[src/txcs_regs.vh]
// register offsets, field positions, reset values and timing counts of the tx clock select block
`ifndef TXCS_REGS_VH
`define TXCS_REGS_VH
`define TXCS_A_CTRL        4'h0
`define TXCS_A_STATUS      4'h1
`define TXCS_A_INT_STAT    4'h2
`define TXCS_A_INT_MASK    4'h3
`define TXCS_A_LOG         4'h4
`define TXCS_A_DIV         4'h5
`define TXCS_CTRL_TXM_LO   0
`define TXCS_CTRL_RXM_LO   2
`define TXCS_CTRL_MUX_LO   4
`define TXCS_CTRL_STNREF   6
`define TXCS_CTRL_RST      8'h01
`define TXCS_DIV_RST       8'h20
`define TXCS_TXM_EXT       2'h0
`define TXCS_TXM_INT       2'h1
`define TXCS_TXM_RXREF     2'h2
`define TXCS_RXM_SAT       2'h0
`define TXCS_RXM_STN       2'h1
`define TXCS_RXM_INT       2'h2
`define TXCS_RXM_DCE       2'h3
`define TXCS_MUX_DATA      2'h0
`define TXCS_MUX_AUDIO     2'h1
`define TXCS_MUX_AUDDATA   2'h2
`define TXCS_IRQ_MARGINAL  0
`define TXCS_IRQ_EXTFAIL   1
`define TXCS_IRQ_EXTOK     2
`define TXCS_CLK_PERIOD_NS 10
`define TXCS_EXT_TMO_NS    10000
`define TXCS_EXT_TMO_CYC   (`TXCS_EXT_TMO_NS / `TXCS_CLK_PERIOD_NS)
`define TXCS_EXT_OK_EDGES  3'h4
`endif

[src/txcs_top.v]
// transmit clock source selection, data phase monitor and audio multiplexer
`timescale 1ns/1ns
`default_nettype none
`include "txcs_regs.vh"
// Notes on behaviour
// - compare incoming data transitions against the active sampling edge, always
// - a violation on the active edge moves sampling to the opposite edge
// - marginal warning is a one-cycle pulse per switch, counted in a log
// - no control exists that disables the marginal warning
// - external mode uses the clock input, internal backup when it fails
// - internal clock is driven on a dedicated output and used internally
// - internal clock comes from internal reference, or station clock when selected and present
// - receive-referenced mode follows the receive output clock, except with receive set to dce
// - failed receive clock: receive backup clock also times transmit when receive-referenced outside dce
// - receive-referenced timing outside dce sends at the receive output clock rate, so tx and rx rates match
// - receive-referenced with receive set to dce: station clock if present, else internal
// - audio-only mode builds a 64k stream from two 32k audio ports
// - audio-only mode forces transmit internal and receive satellite clocking
// - audio-plus-data builds 128k from both audio ports and main data

// three-stage synchroniser; output changes only when stages two and three agree
module txcs_sync3 #(
    parameter W = 1
) (
    input  wire         clk,
    input  wire         rst_n,
    input  wire [W-1:0] d,
    output reg  [W-1:0] q
);
    reg [W-1:0] s1_r;
    reg [W-1:0] s2_r;
    reg [W-1:0] s3_r;
    integer i;

    // first stage feeds only the second
    always @(posedge clk or negedge rst_n) begin
        if (!rst_n) begin
            s1_r <= {W{1'b0}};
            s2_r <= {W{1'b0}};
            s3_r <= {W{1'b0}};
            q    <= {W{1'b0}};
        end else begin
            s1_r <= d;
            s2_r <= s1_r;
            s3_r <= s2_r;
            for (i = 0; i < W; i = i + 1) begin
                if (s2_r[i] == s3_r[i]) begin
                    q[i] <= s3_r[i];
                end
            end
        end
    end
endmodule // txcs_sync3

module txcs_top (
    input  wire       clk,
    input  wire       rst_n,
    input  wire [3:0] reg_addr,
    input  wire [7:0] reg_wdata,
    input  wire       reg_wr,
    input  wire       reg_rd,
    output reg  [7:0] reg_rdata,
    input  wire       ext_clk_in,
    input  wire       tx_data_in,
    input  wire       rx_sat_clk,
    input  wire       stn_clk,
    input  wire       rx_backup_clk,
    input  wire       stn_present,
    input  wire       rx_sel_fail,
    input  wire       ovh_octet_ok,
    input  wire       audio_a_bit,
    input  wire       audio_b_bit,
    output wire       int_tx_clk_out,
    output reg        tx_bit,
    output reg        tx_bit_valid,
    output reg        data_marginal,
    output wire [1:0] rx_mode_eff,
    output wire       irq
);
    // software registers
    reg  [7:0]  ctrl_r;
    reg  [7:0]  div_r;
    reg  [2:0]  int_stat_r;
    reg  [2:0]  int_mask_r;
    reg  [7:0]  log_r;
    // clock selection state
    reg  [7:0]  div_cnt_r;
    reg         int_clk_r;
    reg         ext_fail_r;
    reg  [15:0] tmo_cnt_r;
    reg  [2:0]  ok_cnt_r;
    reg         txclk_d_r;
    reg         data_d_r;
    reg         edge_fall_r;
    reg  [1:0]  phase_r;
    reg         mux_err_r;
    wire [4:0]  pin_f;
    wire        ext_f;
    wire        data_f;
    wire        sat_f;
    wire        stn_f;
    wire        bkp_f;
    wire [1:0]  txm_user;
    wire [1:0]  rxm_user;
    wire [1:0]  mux_mode;
    wire        audio_only;
    wire [1:0]  txm_eff;
    wire        ref_tick;
    wire        stn_prev;
    reg         stn_d_r;
    reg         ext_d_r;
    reg         rx_out_clk;
    reg         tx_clk_sel;
    wire        tx_rise;
    wire        tx_fall;
    wire        samp_edge;
    wire        data_chg;
    wire        violation;
    wire        ext_rise;
    wire        ext_timeout;
    wire        ext_restore;
    wire        rd_int;
    wire [2:0]  ev;

    wire bkp_in_w = rx_backup_clk;

    // the ext clock, data, satellite, station and backup clock pins pass the three-stage synchroniser
    txcs_sync3 #(
        .W (5)
    ) u_sync (
        .clk   (clk),
        .rst_n (rst_n),
        .d     ({bkp_in_w, stn_clk, rx_sat_clk, tx_data_in, ext_clk_in}),
        .q     (pin_f)
    );
    assign ext_f  = pin_f[0];
    assign data_f = pin_f[1];
    assign sat_f  = pin_f[2];
    assign stn_f  = pin_f[3];
    assign bkp_f  = pin_f[4];

    assign txm_user   = ctrl_r[`TXCS_CTRL_TXM_LO+1:`TXCS_CTRL_TXM_LO];
    assign rxm_user   = ctrl_r[`TXCS_CTRL_RXM_LO+1:`TXCS_CTRL_RXM_LO];
    assign mux_mode   = ctrl_r[`TXCS_CTRL_MUX_LO+1:`TXCS_CTRL_MUX_LO];
    assign audio_only = (mux_mode == `TXCS_MUX_AUDIO);
    // audio-only overrides the user clocking; audio+data keeps it
    assign txm_eff     = audio_only ? `TXCS_TXM_INT : txm_user;
    assign rx_mode_eff = audio_only ? `TXCS_RXM_SAT : rxm_user;

    // reference tick: every cycle from internal reference, or each rising station clock edge
    assign stn_prev = stn_d_r;
    assign ref_tick = (ctrl_r[`TXCS_CTRL_STNREF] && stn_present) ?
                      (stn_f && !stn_prev) : 1'b1;

    // internal clock divider; output pin carries the same clock used inside
    always @(posedge clk or negedge rst_n) begin
        if (!rst_n) begin
            div_cnt_r <= 8'h00;
            int_clk_r <= 1'b0;
            stn_d_r   <= 1'b0;
            ext_d_r   <= 1'b0;
        end else begin
            stn_d_r <= stn_f;
            ext_d_r <= ext_f;
            if (ref_tick) begin
                if (div_cnt_r >= div_r) begin
                    div_cnt_r <= 8'h00;
                    int_clk_r <= ~int_clk_r;
                end else begin
                    div_cnt_r <= div_cnt_r + 8'h01;
                end
            end
        end
    end
    assign int_tx_clk_out = int_clk_r;

    // external clock watchdog on the internal reference
    assign ext_rise    = ext_f && !ext_d_r;
    assign ext_timeout = !ext_fail_r && (tmo_cnt_r >= `TXCS_EXT_TMO_CYC - 1) && !ext_rise;
    assign ext_restore = ext_fail_r && ext_rise && (ok_cnt_r == `TXCS_EXT_OK_EDGES - 3'h1);
    always @(posedge clk or negedge rst_n) begin
        if (!rst_n) begin
            tmo_cnt_r  <= 16'h0000;
            ok_cnt_r   <= 3'h0;
            ext_fail_r <= 1'b1;
        end else begin
            if (ext_rise) begin
                tmo_cnt_r <= 16'h0000;
            end else if (tmo_cnt_r < `TXCS_EXT_TMO_CYC - 1) begin
                tmo_cnt_r <= tmo_cnt_r + 16'h0001;
            end
            if (ext_timeout) begin
                ext_fail_r <= 1'b1;
                ok_cnt_r   <= 3'h0;
            end else if (ext_restore) begin
                ext_fail_r <= 1'b0;
                ok_cnt_r   <= 3'h0;
            end else if (ext_fail_r && ext_rise) begin
                ok_cnt_r <= ok_cnt_r + 3'h1;
            end else if (ext_fail_r && tmo_cnt_r >= `TXCS_EXT_TMO_CYC - 1) begin
                ok_cnt_r <= 3'h0; // edges must resume steadily, a gap restarts the count
            end
        end
    end

    // receive output clock and the transmit clock mux; the tx path only follows
    // edges of the chosen clock, so tx and rx rates need no relation unless tx is receive-referenced
    always @* begin
        case (rx_mode_eff)
            `TXCS_RXM_SAT: rx_out_clk = sat_f;
            `TXCS_RXM_STN: rx_out_clk = stn_f;
            `TXCS_RXM_INT: rx_out_clk = int_clk_r;
            default:       rx_out_clk = int_clk_r;
        endcase
        if (rx_sel_fail) begin
            rx_out_clk = bkp_f;
        end
        case (txm_eff)
            `TXCS_TXM_EXT:   tx_clk_sel = ext_fail_r ? int_clk_r : ext_f;
            `TXCS_TXM_INT:   tx_clk_sel = int_clk_r;
            `TXCS_TXM_RXREF: begin
                if (rx_mode_eff == `TXCS_RXM_DCE) begin
                    tx_clk_sel = stn_present ? stn_f : int_clk_r;
                end else begin
                    tx_clk_sel = rx_out_clk;
                end
            end
            default:         tx_clk_sel = int_clk_r;
        endcase
    end

    assign tx_rise   = tx_clk_sel && !txclk_d_r;
    assign tx_fall   = !tx_clk_sel && txclk_d_r;
    assign samp_edge = edge_fall_r ? tx_fall : tx_rise;
    assign data_chg  = data_f != data_d_r;
    // data moving in the very cycle it is sampled is a phase violation
    assign violation = samp_edge && data_chg;

    // sampling edge control, marginal pulse and bit stream assembly
    always @(posedge clk or negedge rst_n) begin
        if (!rst_n) begin
            txclk_d_r     <= 1'b0;
            data_d_r      <= 1'b0;
            edge_fall_r   <= 1'b0;
            data_marginal <= 1'b0;
            tx_bit        <= 1'b0;
            tx_bit_valid  <= 1'b0;
            phase_r       <= 2'h0;
            mux_err_r     <= 1'b0;
        end else begin
            txclk_d_r     <= tx_clk_sel;
            data_d_r      <= data_f;
            data_marginal <= violation;
            tx_bit_valid  <= samp_edge;
            mux_err_r     <= (mux_mode != `TXCS_MUX_DATA) && !ovh_octet_ok;
            if (violation) begin
                edge_fall_r <= ~edge_fall_r;
            end
            if (samp_edge) begin
                phase_r <= phase_r + 2'h1;
                case (mux_mode)
                    `TXCS_MUX_AUDIO:   tx_bit <= phase_r[0] ? audio_b_bit : audio_a_bit;
                    `TXCS_MUX_AUDDATA: begin
                        // a, data, b, data: half audio, half main data
                        case (phase_r)
                            2'h0:    tx_bit <= audio_a_bit;
                            2'h2:    tx_bit <= audio_b_bit;
                            default: tx_bit <= data_d_r;
                        endcase
                    end
                    default:           tx_bit <= data_d_r;
                endcase
            end
        end
    end

    // register port; event set wins over read clear
    assign ev     = {ext_restore, ext_timeout, violation};
    assign rd_int = reg_rd && (reg_addr == `TXCS_A_INT_STAT);
    always @(posedge clk or negedge rst_n) begin
        if (!rst_n) begin
            ctrl_r     <= `TXCS_CTRL_RST;
            div_r      <= `TXCS_DIV_RST;
            int_stat_r <= 3'h0;
            int_mask_r <= 3'h0;
            log_r      <= 8'h00;
            reg_rdata  <= 8'h00;
        end else begin
            if (reg_wr) begin
                case (reg_addr)
                    `TXCS_A_CTRL:     ctrl_r <= {1'b0, reg_wdata[6:0]};
                    `TXCS_A_INT_MASK: int_mask_r <= reg_wdata[2:0];
                    `TXCS_A_DIV:      div_r <= reg_wdata;
                    default:          ;
                endcase
            end
            int_stat_r <= (rd_int ? 3'h0 : int_stat_r) | ev;
            // saturating log of edge switches; writing the log clears it unless a switch counts in the same cycle
            if (violation && log_r != 8'hff) begin
                log_r <= log_r + 8'h01;
            end else if (reg_wr && reg_addr == `TXCS_A_LOG) begin
                log_r <= 8'h00;
            end
            reg_rdata <= 8'h00;
            if (reg_rd) begin
                case (reg_addr)
                    `TXCS_A_CTRL:     reg_rdata <= ctrl_r;
                    `TXCS_A_STATUS:   reg_rdata <= {mux_err_r, stn_present, rx_sel_fail,
                                                    edge_fall_r, ext_fail_r, 1'b0, txm_eff};
                    `TXCS_A_INT_STAT: reg_rdata <= {5'h00, int_stat_r};
                    `TXCS_A_INT_MASK: reg_rdata <= {5'h00, int_mask_r};
                    `TXCS_A_LOG:      reg_rdata <= log_r;
                    `TXCS_A_DIV:      reg_rdata <= div_r;
                    default:          reg_rdata <= 8'h00;
                endcase
            end
        end
    end
    // a set mask bit silences its status bit; mask resets clear so every event is heard
    assign irq = |(int_stat_r & ~int_mask_r);
endmodule // txcs_top
`default_nettype wire

[config.mk]
export PLATFORM = sky130hd
export DESIGN_NAME = txcs_top
export DESIGN_NICKNAME = d
export VERILOG_FILES = /design/src/txcs_top.v
export VERILOG_INCLUDE_DIRS = /design/src
export SDC_FILE = /design/constraint.sdc
export NUM_CORES = 1
export LEC_CHECK = 0
export BUFFER_PORTS_ARGS = -buffer_cell sky130_fd_sc_hd__buf_2
export CAP_MARGIN = 30
export CORE_AREA = 2 2 106 108
export CTS_CLUSTER_SIZE = 40
export DETAILED_ROUTE_END_ITERATION = 7
export DIE_AREA = 0 0 108 110
export PLACE_DENSITY_LB_ADDON = 0.1
export SLEW_MARGIN = 20
export SYNTH_ARGS = -nofsm -noshare
export SYNTH_HDL_FRONTEND = slang
export SYNTH_SLANG_ARGS = --single-unit
[constraint.sdc]
create_clock -name clk -period 3.7 [get_ports clk]
set_input_delay 0.185 -clock clk [delete_from_list [all_inputs] [get_ports clk]]
set_output_delay 0.185 -clock clk [all_outputs]
set_load 0.02 [all_outputs]
==> impl_metrics.tcl, run 1 <==
set metrics [dict create \
    run_status "finished, final reports clean" \
    ctsResizeCount 0 \
    ir_drop_mv 0.274 \
    fp.dieW_um 108 \
    drt-pass1-iter-count 4 \
    final-instance-count-excl-fill 603 \
    layout.nets 502 \
    avgSynthCellArea_um2 11.2 \
    cts_made_buffers 9 \
    crit_fanout 13 \
    hold_buffers 7 \
    cts-root-buf "clkbuf_8" \
    slew_viol_final 0 \
    setup_viol 0 \
    grtUsageTotal_pct 17.2 \
    maxSlewHeadroom_pct 54.8 \
    critPathCaptureType "flop" \
    netlist_area_um2 4560 \
    rsz0062_at_grt "false" \
    synth-edff-count 0 \
    crit_chain "inv_1, ha_1, nor2b_1, a221oi_1, a21oi_1, o2111a_1, o211ai_2, nor3_1, a311o_1" \
    dp.final_hpwl_mm 6.63 \
    drt_iter0_drc 127 \
    grt_pass1_wl_mm 15.6 \
    hold_path.class "input port to flop" \
    grt_overflow 0 \
    clock_sinks 97 \
    worst_pin_slew_ns 0.672 \
    cts_tree "done" \
    clk-insertion-delay-late_ns 0.37 \
    async_flop_share_pct 100 \
    fin_crit_sh_pct 72.8 \
    synth-warning-count 0 \
    crit_arrival_ns 2.95 \
    h-tree-depth 3 \
    max_clock_freq_mhz 371 \
    area_delta_synth_final_pct 14.3 \
    antenna_found_initial 0 \
    routed_wl_mm 9.30 \
    cts_buffer_depth 2 \
    start_kind "flop" \
    drive_above_1_share_pct 20.5 \
    place.gp.congestion 0.764 \
    syn-num-nets 451 \
    timing.final.hold_violations 0 \
    synth.area.top_cells "dfrtp_1 (52%), mux2_2 (5.7%), ha_1 (4.9%), nand2_1 (3.0%), nor2_1 (2.6%)" \
    nFillCells 1032 \
    start_util_pct 42.6 \
    cap_viol_max_count 0 \
    ioPinCount 41 \
    clk_pin_slew_ns 0.10 \
    io_buffers 40 \
    die_h_um 110 \
    power_leakage_uw 0.00245 \
    placed_cells 579 \
    p_per_area_nw_per_um2 561 \
    hold_depth 2 \
    fin_skew_ns 0.0104 \
    syn_inst 407 \
    core_area_um2 10700 \
    vias 3123 \
    worstPathRequired_ns 3.96 \
    die-area_um2 11900 \
    finalSetupTns_ns 0 \
    grt_pass1_vias 3066 \
    drc 0 \
    synth-main-ff-cell "dfrtp_1" \
    synth_top_cell_by_area "dfrtp_1" \
    path_class "flop to flop" \
    routedWlPerCell_um 15.4 \
    ys_ff_latch 97 \
    cpPeakStageDelay_ns 0.48 \
    antenna_cells 0 \
    vias_per_cell 5.18 \
    reg2regPathDepth 9 \
    ant_nets 0 \
    post-cts-setup-buffer-count 0 \
    ys_types 54 \
    post-route-min-period_ns 2.69 \
    grt_max_degree 75 \
    crit_path_top_delay_cell "o211ai_2" \
    synth_top_area_share_pct 51.6 \
    num_rows 38 \
    seq_area_frac_synth_pct 53.3 \
]
[power breakdown]
part	switching (µW)	total, µW	internal (µW)
logic	410	770	360
registers	179	1420	1240
clock network	405	732	327
[cell usage after synthesis, drive strengths merged, types with 2 or more instances]
cell type / n
nor4: 2
mux2i: 8
nand3: 14
nor3: 3
inv: 25
o211ai: 2
dfstp: 3
o31ai: 2
maj3: 5
ha: 18
a32o: 2
a211oi: 3
nand3b: 3
nand2b: 4
nand4: 5
a21oi: 14
xnor2: 6
a21o: 6
o21a: 3
nand2: 36
xor2: 6
nor2: 32
dfrtp: 94
a31oi: 2
clkbuf: 8
a221oi: 2
and3: 7
mux2: 23
o21ai: 22
nand4b: 2
buf: 2
mux4: 4
nor3b: 4
or3: 6
a22o: 3
a41oi: 2
nor2b: 13
[cells in the final DEF, fill, tap and decap left out, types with 3 or more instances in the layout]
| cell | instances |
|---|---|
| inv_1 | 25 |
| mux2_2 | 23 |
| xor2_1 | 6 |
| maj3_1 | 5 |
| o21ai_0 | 21 |
| nor2b_1 | 13 |
| nand2_1 | 36 |
| nand4_1 | 4 |
| nor3b_1 | 4 |
| mux2i_1 | 8 |
| a21o_1 | 6 |
| buf_2 | 39 |
| nand2b_1 | 4 |
| dfrtp_1 | 94 |
| ha_1 | 18 |
| nor2_1 | 32 |
| a22o_1 | 3 |
| o21a_1 | 3 |
| mux4_2 | 4 |
| or3_1 | 6 |
| nand3b_1 | 3 |
| nand3_1 | 14 |
| and3_1 | 7 |
| xnor2_1 | 6 |
| dfstp_2 | 3 |
| a21oi_1 | 14 |
| nor3_1 | 3 |
| dlygate4sd3_1 | 7 |
| buf_4 | 3 |
| clkbuf_8 | 9 |
| a211oi_1 | 3 |
[sequential cells by signal (all words and copies together) (netlist names), 2 cells and up]
signal,count
tmo_cnt_r,16
div_cnt_r,8
div_r,8
log_r,8
reg_rdata,8
ctrl_r,7
u_sync.q,5
u_sync.s1_r,5
u_sync.s2_r,5
u_sync.s3_r,5
int_mask_r,3
int_stat_r,3
ok_cnt_r,3
phase_r,2
[cell families after synthesis]
family                     count (synthesis)  share of synthesized area, %
muxes                                     35                          9.42
xor gates and xnor gates                  12                          2.31
buffers and inverters                     35                          2.97
AOI/OAI and AO/OA                         72                          10.7
adders and majority gates                 23                          6.04
DFF                                       97                          53.3
and+or+nand+nor                          133                          15.2
[metal layers]
metal	up-vias	global-route usage [%]	wire [µm]
li1	1541	-	-
met1	1519	23.3	4500
met2	51	27.4	4290
met3	12	2.70	317
met4	0	7.88	194
met5	-	0	0
[area by class of cell]
class | count | area (µm²) | area share (%)
clock buffer | 9 | 124 | 2.38
multi-input combinational | 275 | 1990 | 38.2
tap | 140 | 175 | 3.36
inverter | 25 | 93.8 | 1.80
clock inverter | 7 | 83.8 | 1.61
timing repair buffer | 50 | 308 | 5.91
sequential | 97 | 2430 | 46.7
[critical path: cells and delay by family (launching register included)]
| family | cells | cell delay (ns) |
|---|---|---|
| simple gates | 2 | 0.21 |
| fa+ha+maj | 1 | 0.32 |
| flops | 1 | 0.41 |
| compound gates | 5 | 1.56 |
| buf+inv | 1 | 0.09 |
[path summary, 6_finish.rpt]
path                                     start              to  slack (ns)
worst max register to register       ctrl_r[5]        log_r[3]        1.01
worst max-delay path                 ctrl_r[5]        log_r[3]        1.01
worst min-delay path              reg_wdata[7]        div_r[7]        0.04
min in group asynchronous                rst_n      phase_r[0]        0.30
worst min register to register  u_sync.s1_r[4]  u_sync.s2_r[4]        0.35
max in group asynchronous                rst_n       ctrl_r[0]        2.40
[metrics by stage]
stage / total power, µW / hold slack (ns) / util [%] / setup WS (ns) / area [µm²]
after floorplan: 1970 / -0.111 / - / 1.24 / 4560
after global placement: 2180 / 0.294 / 45.9 / 1.17 / 4910
after detailed placement: 2210 / 0.295 / 45.9 / 1.05 / 4910
after CTS: 2970 / 0.0119 / 48.5 / 1.02 / 5190
after global routing: 3130 / 0.0269 / 48.7 / 0.763 / 5210
final: 2920 / 0.0421 / 48.7 / 1.01 / 5210
No activity file was read; power rests on OpenSTA's default activity.
==> run 2: changes to the inputs <==
==> constraint.sdc (replaced) <==
create_clock -name clk -period 2.8 [get_ports clk]
set_input_delay 0.14 -clock clk [delete_from_list [all_inputs] [get_ports clk]]
set_output_delay 0.14 -clock clk [all_outputs]
set_load 0.02 [all_outputs]
==> run 2 against run 1 <==
  * Wire length is 0.59% lower
  * Clock power is 18% higher
  * Via count is 1.2% higher
  * Register-to-register slack worse by 0.81 ns
  * Sequential cell count stayed put
  * Global-route usage is 0.12 points higher
  * Maximum frequency is 3.3% higher
  * First-iteration DRC count is 20% higher
  * Sequential power is 32% higher
  * Count of clock-buffer cells in the layout stayed put
==> impl_metrics.tcl, run 2 (same netlist as run 1, synthesis figures left out) <==
set metrics [dict create \
    final_common_cell "dfrtp_1" \
    fin_crit_sh_pct 93.1 \
    hold_end "ctrl_r[6]" \
    cts_buffer_depth 2 \
    grtUsageMet2_pct 27.8 \
    worst_slack_ns 0.193 \
    cap_viol_max_count 0 \
    post-route-min-period_ns 2.61 \
    r2r-end "log_r[3]" \
    fp.dieW_um 108 \
    drc 0 \
    cp-startpoint "ctrl_r[5]" \
    r2r_slack_ns 0.19 \
    met3_usage_pct 3.70 \
    largest_reg_flops 16 \
    fin_skew_ns 0.0112 \
    start_kind "flop" \
    hold_path.class "input port to flop" \
    layout.nets 503 \
    cts_made_buffers 9 \
    final-instance-count-excl-fill 604 \
    largest-register "tmo_cnt_r" \
    stdcell_area_um2 5220 \
    vias_per_cell 5.23 \
    nFillCells 1002 \
    power_leakage_uw 0.00244 \
    worst_pin_slew_ns 0.615 \
    drt_iter0_drc 153 \
    antenna_cells 0 \
    place.gp.congestion 0.791 \
    run_status "finished, final reports clean" \
    path_class "flop to flop" \
    die_h_um 110 \
    cts_tree "done" \
    hold_depth 2 \
    grt_overflow 0 \
    crit_fanout 13 \
    slew_viol_final 0 \
    grt.busiest_layer "met2" \
    grt_pass1_wl_mm 15.8 \
    ant_nets 0 \
    critPathCaptureType "flop" \
    grt_max_degree 51 \
    hp-start "reg_wdata[6]" \
    grtUsageTotal_pct 17.3 \
    worstPathRequired_ns 3.05 \
    antenna_found_initial 0 \
    clk_pin_slew_ns 0.10 \
    clock_sinks 97 \
    vias 3159 \
    r2r-start "ctrl_r[5]" \
    maxSlewHeadroom_pct 59.0 \
    timing.final.hold_violations 0 \
    p_per_area_nw_per_um2 727 \
    area_delta_synth_final_pct 14.5 \
    post_dp_cell_area_um2 4930 \
    dp.final_hpwl_mm 6.64 \
    num_rows 38 \
    post-cts-setup-buffer-count 0 \
    dp_slack_ns 0.134 \
    reg2regPathDepth 9 \
    setup_viol 0 \
    h-tree-depth 3 \
    finalSetupTns_ns 0 \
    drive_above_1_share_pct 20.9 \
    cts-root-buf "clkbuf_8" \
    drt-pass1-iter-count 4 \
    die-area_um2 11900 \
    ir_drop_mv 0.305 \
    ioPinCount 41 \
    routed_wl_mm 9.25 \
    io_buffers 40 \
    grt_pass1_vias 3178 \
    placed_cells 580 \
    clk-insertion-delay-late_ns 0.36 \
    routedWlPerCell_um 15.3 \
    start_util_pct 42.6 \
    max_clock_freq_mhz 384 \
    crit_arrival_ns 2.86 \
    final_cell_mix "dfrtp_1 (94), buf_2 (39), nand2_1 (36)" \
    core_area_um2 10700 \
    gr-usage-met1_pct 23.7 \
]
[run 2: stage by stage]
step | utilization, % | power (µW) | hold WS (ns)
2_1_floorplan | - | 2610 | -0.156
3_3_place_gp | 46.1 | 2890 | 0.194
3_5_place_dp | 46.1 | 2930 | 0.192
4_1_cts | 48.5 | 3830 | 0.0136
5_1_grt | 48.8 | 4090 | 0.0140
6_report | 48.8 | 3790 | 0.0371
[run 2: timing repair]
item | CTS | global route
endpoints found under the hold margin | 53 | 0
setup endpoints to repair | 0 | 3
hold buffers | 8 | 0
resized for setup | 0 | 5
[run 2: final cells by class]
cell class | count | area (µm²) | share of cell area, %
clock inverter | 7 | 60.1 | 1.15
clock buffer | 9 | 124 | 2.37
timing repair buffer | 51 | 318 | 6.09
sequential | 97 | 2430 | 46.6
multi-input combinational | 275 | 2010 | 38.6
tap | 140 | 175 | 3.36
inverter | 25 | 93.8 | 1.80
[run 2: worst max path at each step]
stage,to,slack [ns],cells past startpoint
global route,log_r[3],-0.005,9
global placement,log_r[3],0.24,9
detailed placement,log_r[3],0.13,9
floorplan,log_r[3],0.34,9
CTS,log_r[3],0.12,9
finish,log_r[3],0.19,9
[run 2: critical path, stage by stage (launching register included)]
cell and delay (ns):
dfrtp_1 0.42, inv_1 0.09, ha_1 0.32, nor2b_1 0.10, a221oi_1 0.31, a21oi_2 0.15, o2111a_1 0.33, o211ai_4 0.35
nor3_1 0.09, a311o_1 0.33
[run 2: report_power, final]
group          internal (µW)  leakage (µW)  total (µW)  switching [µW]
logic                    489       0.00113        1050             558
clock network            340     0.0000901         866             525
registers               1640       0.00122        1880             240
[run 2: layer usage]
layer	vias up	wire length [µm]
li1	1546	-
met4	0	87
met5	-	0
met1	1556	4480
met3	6	308
met2	51	4370
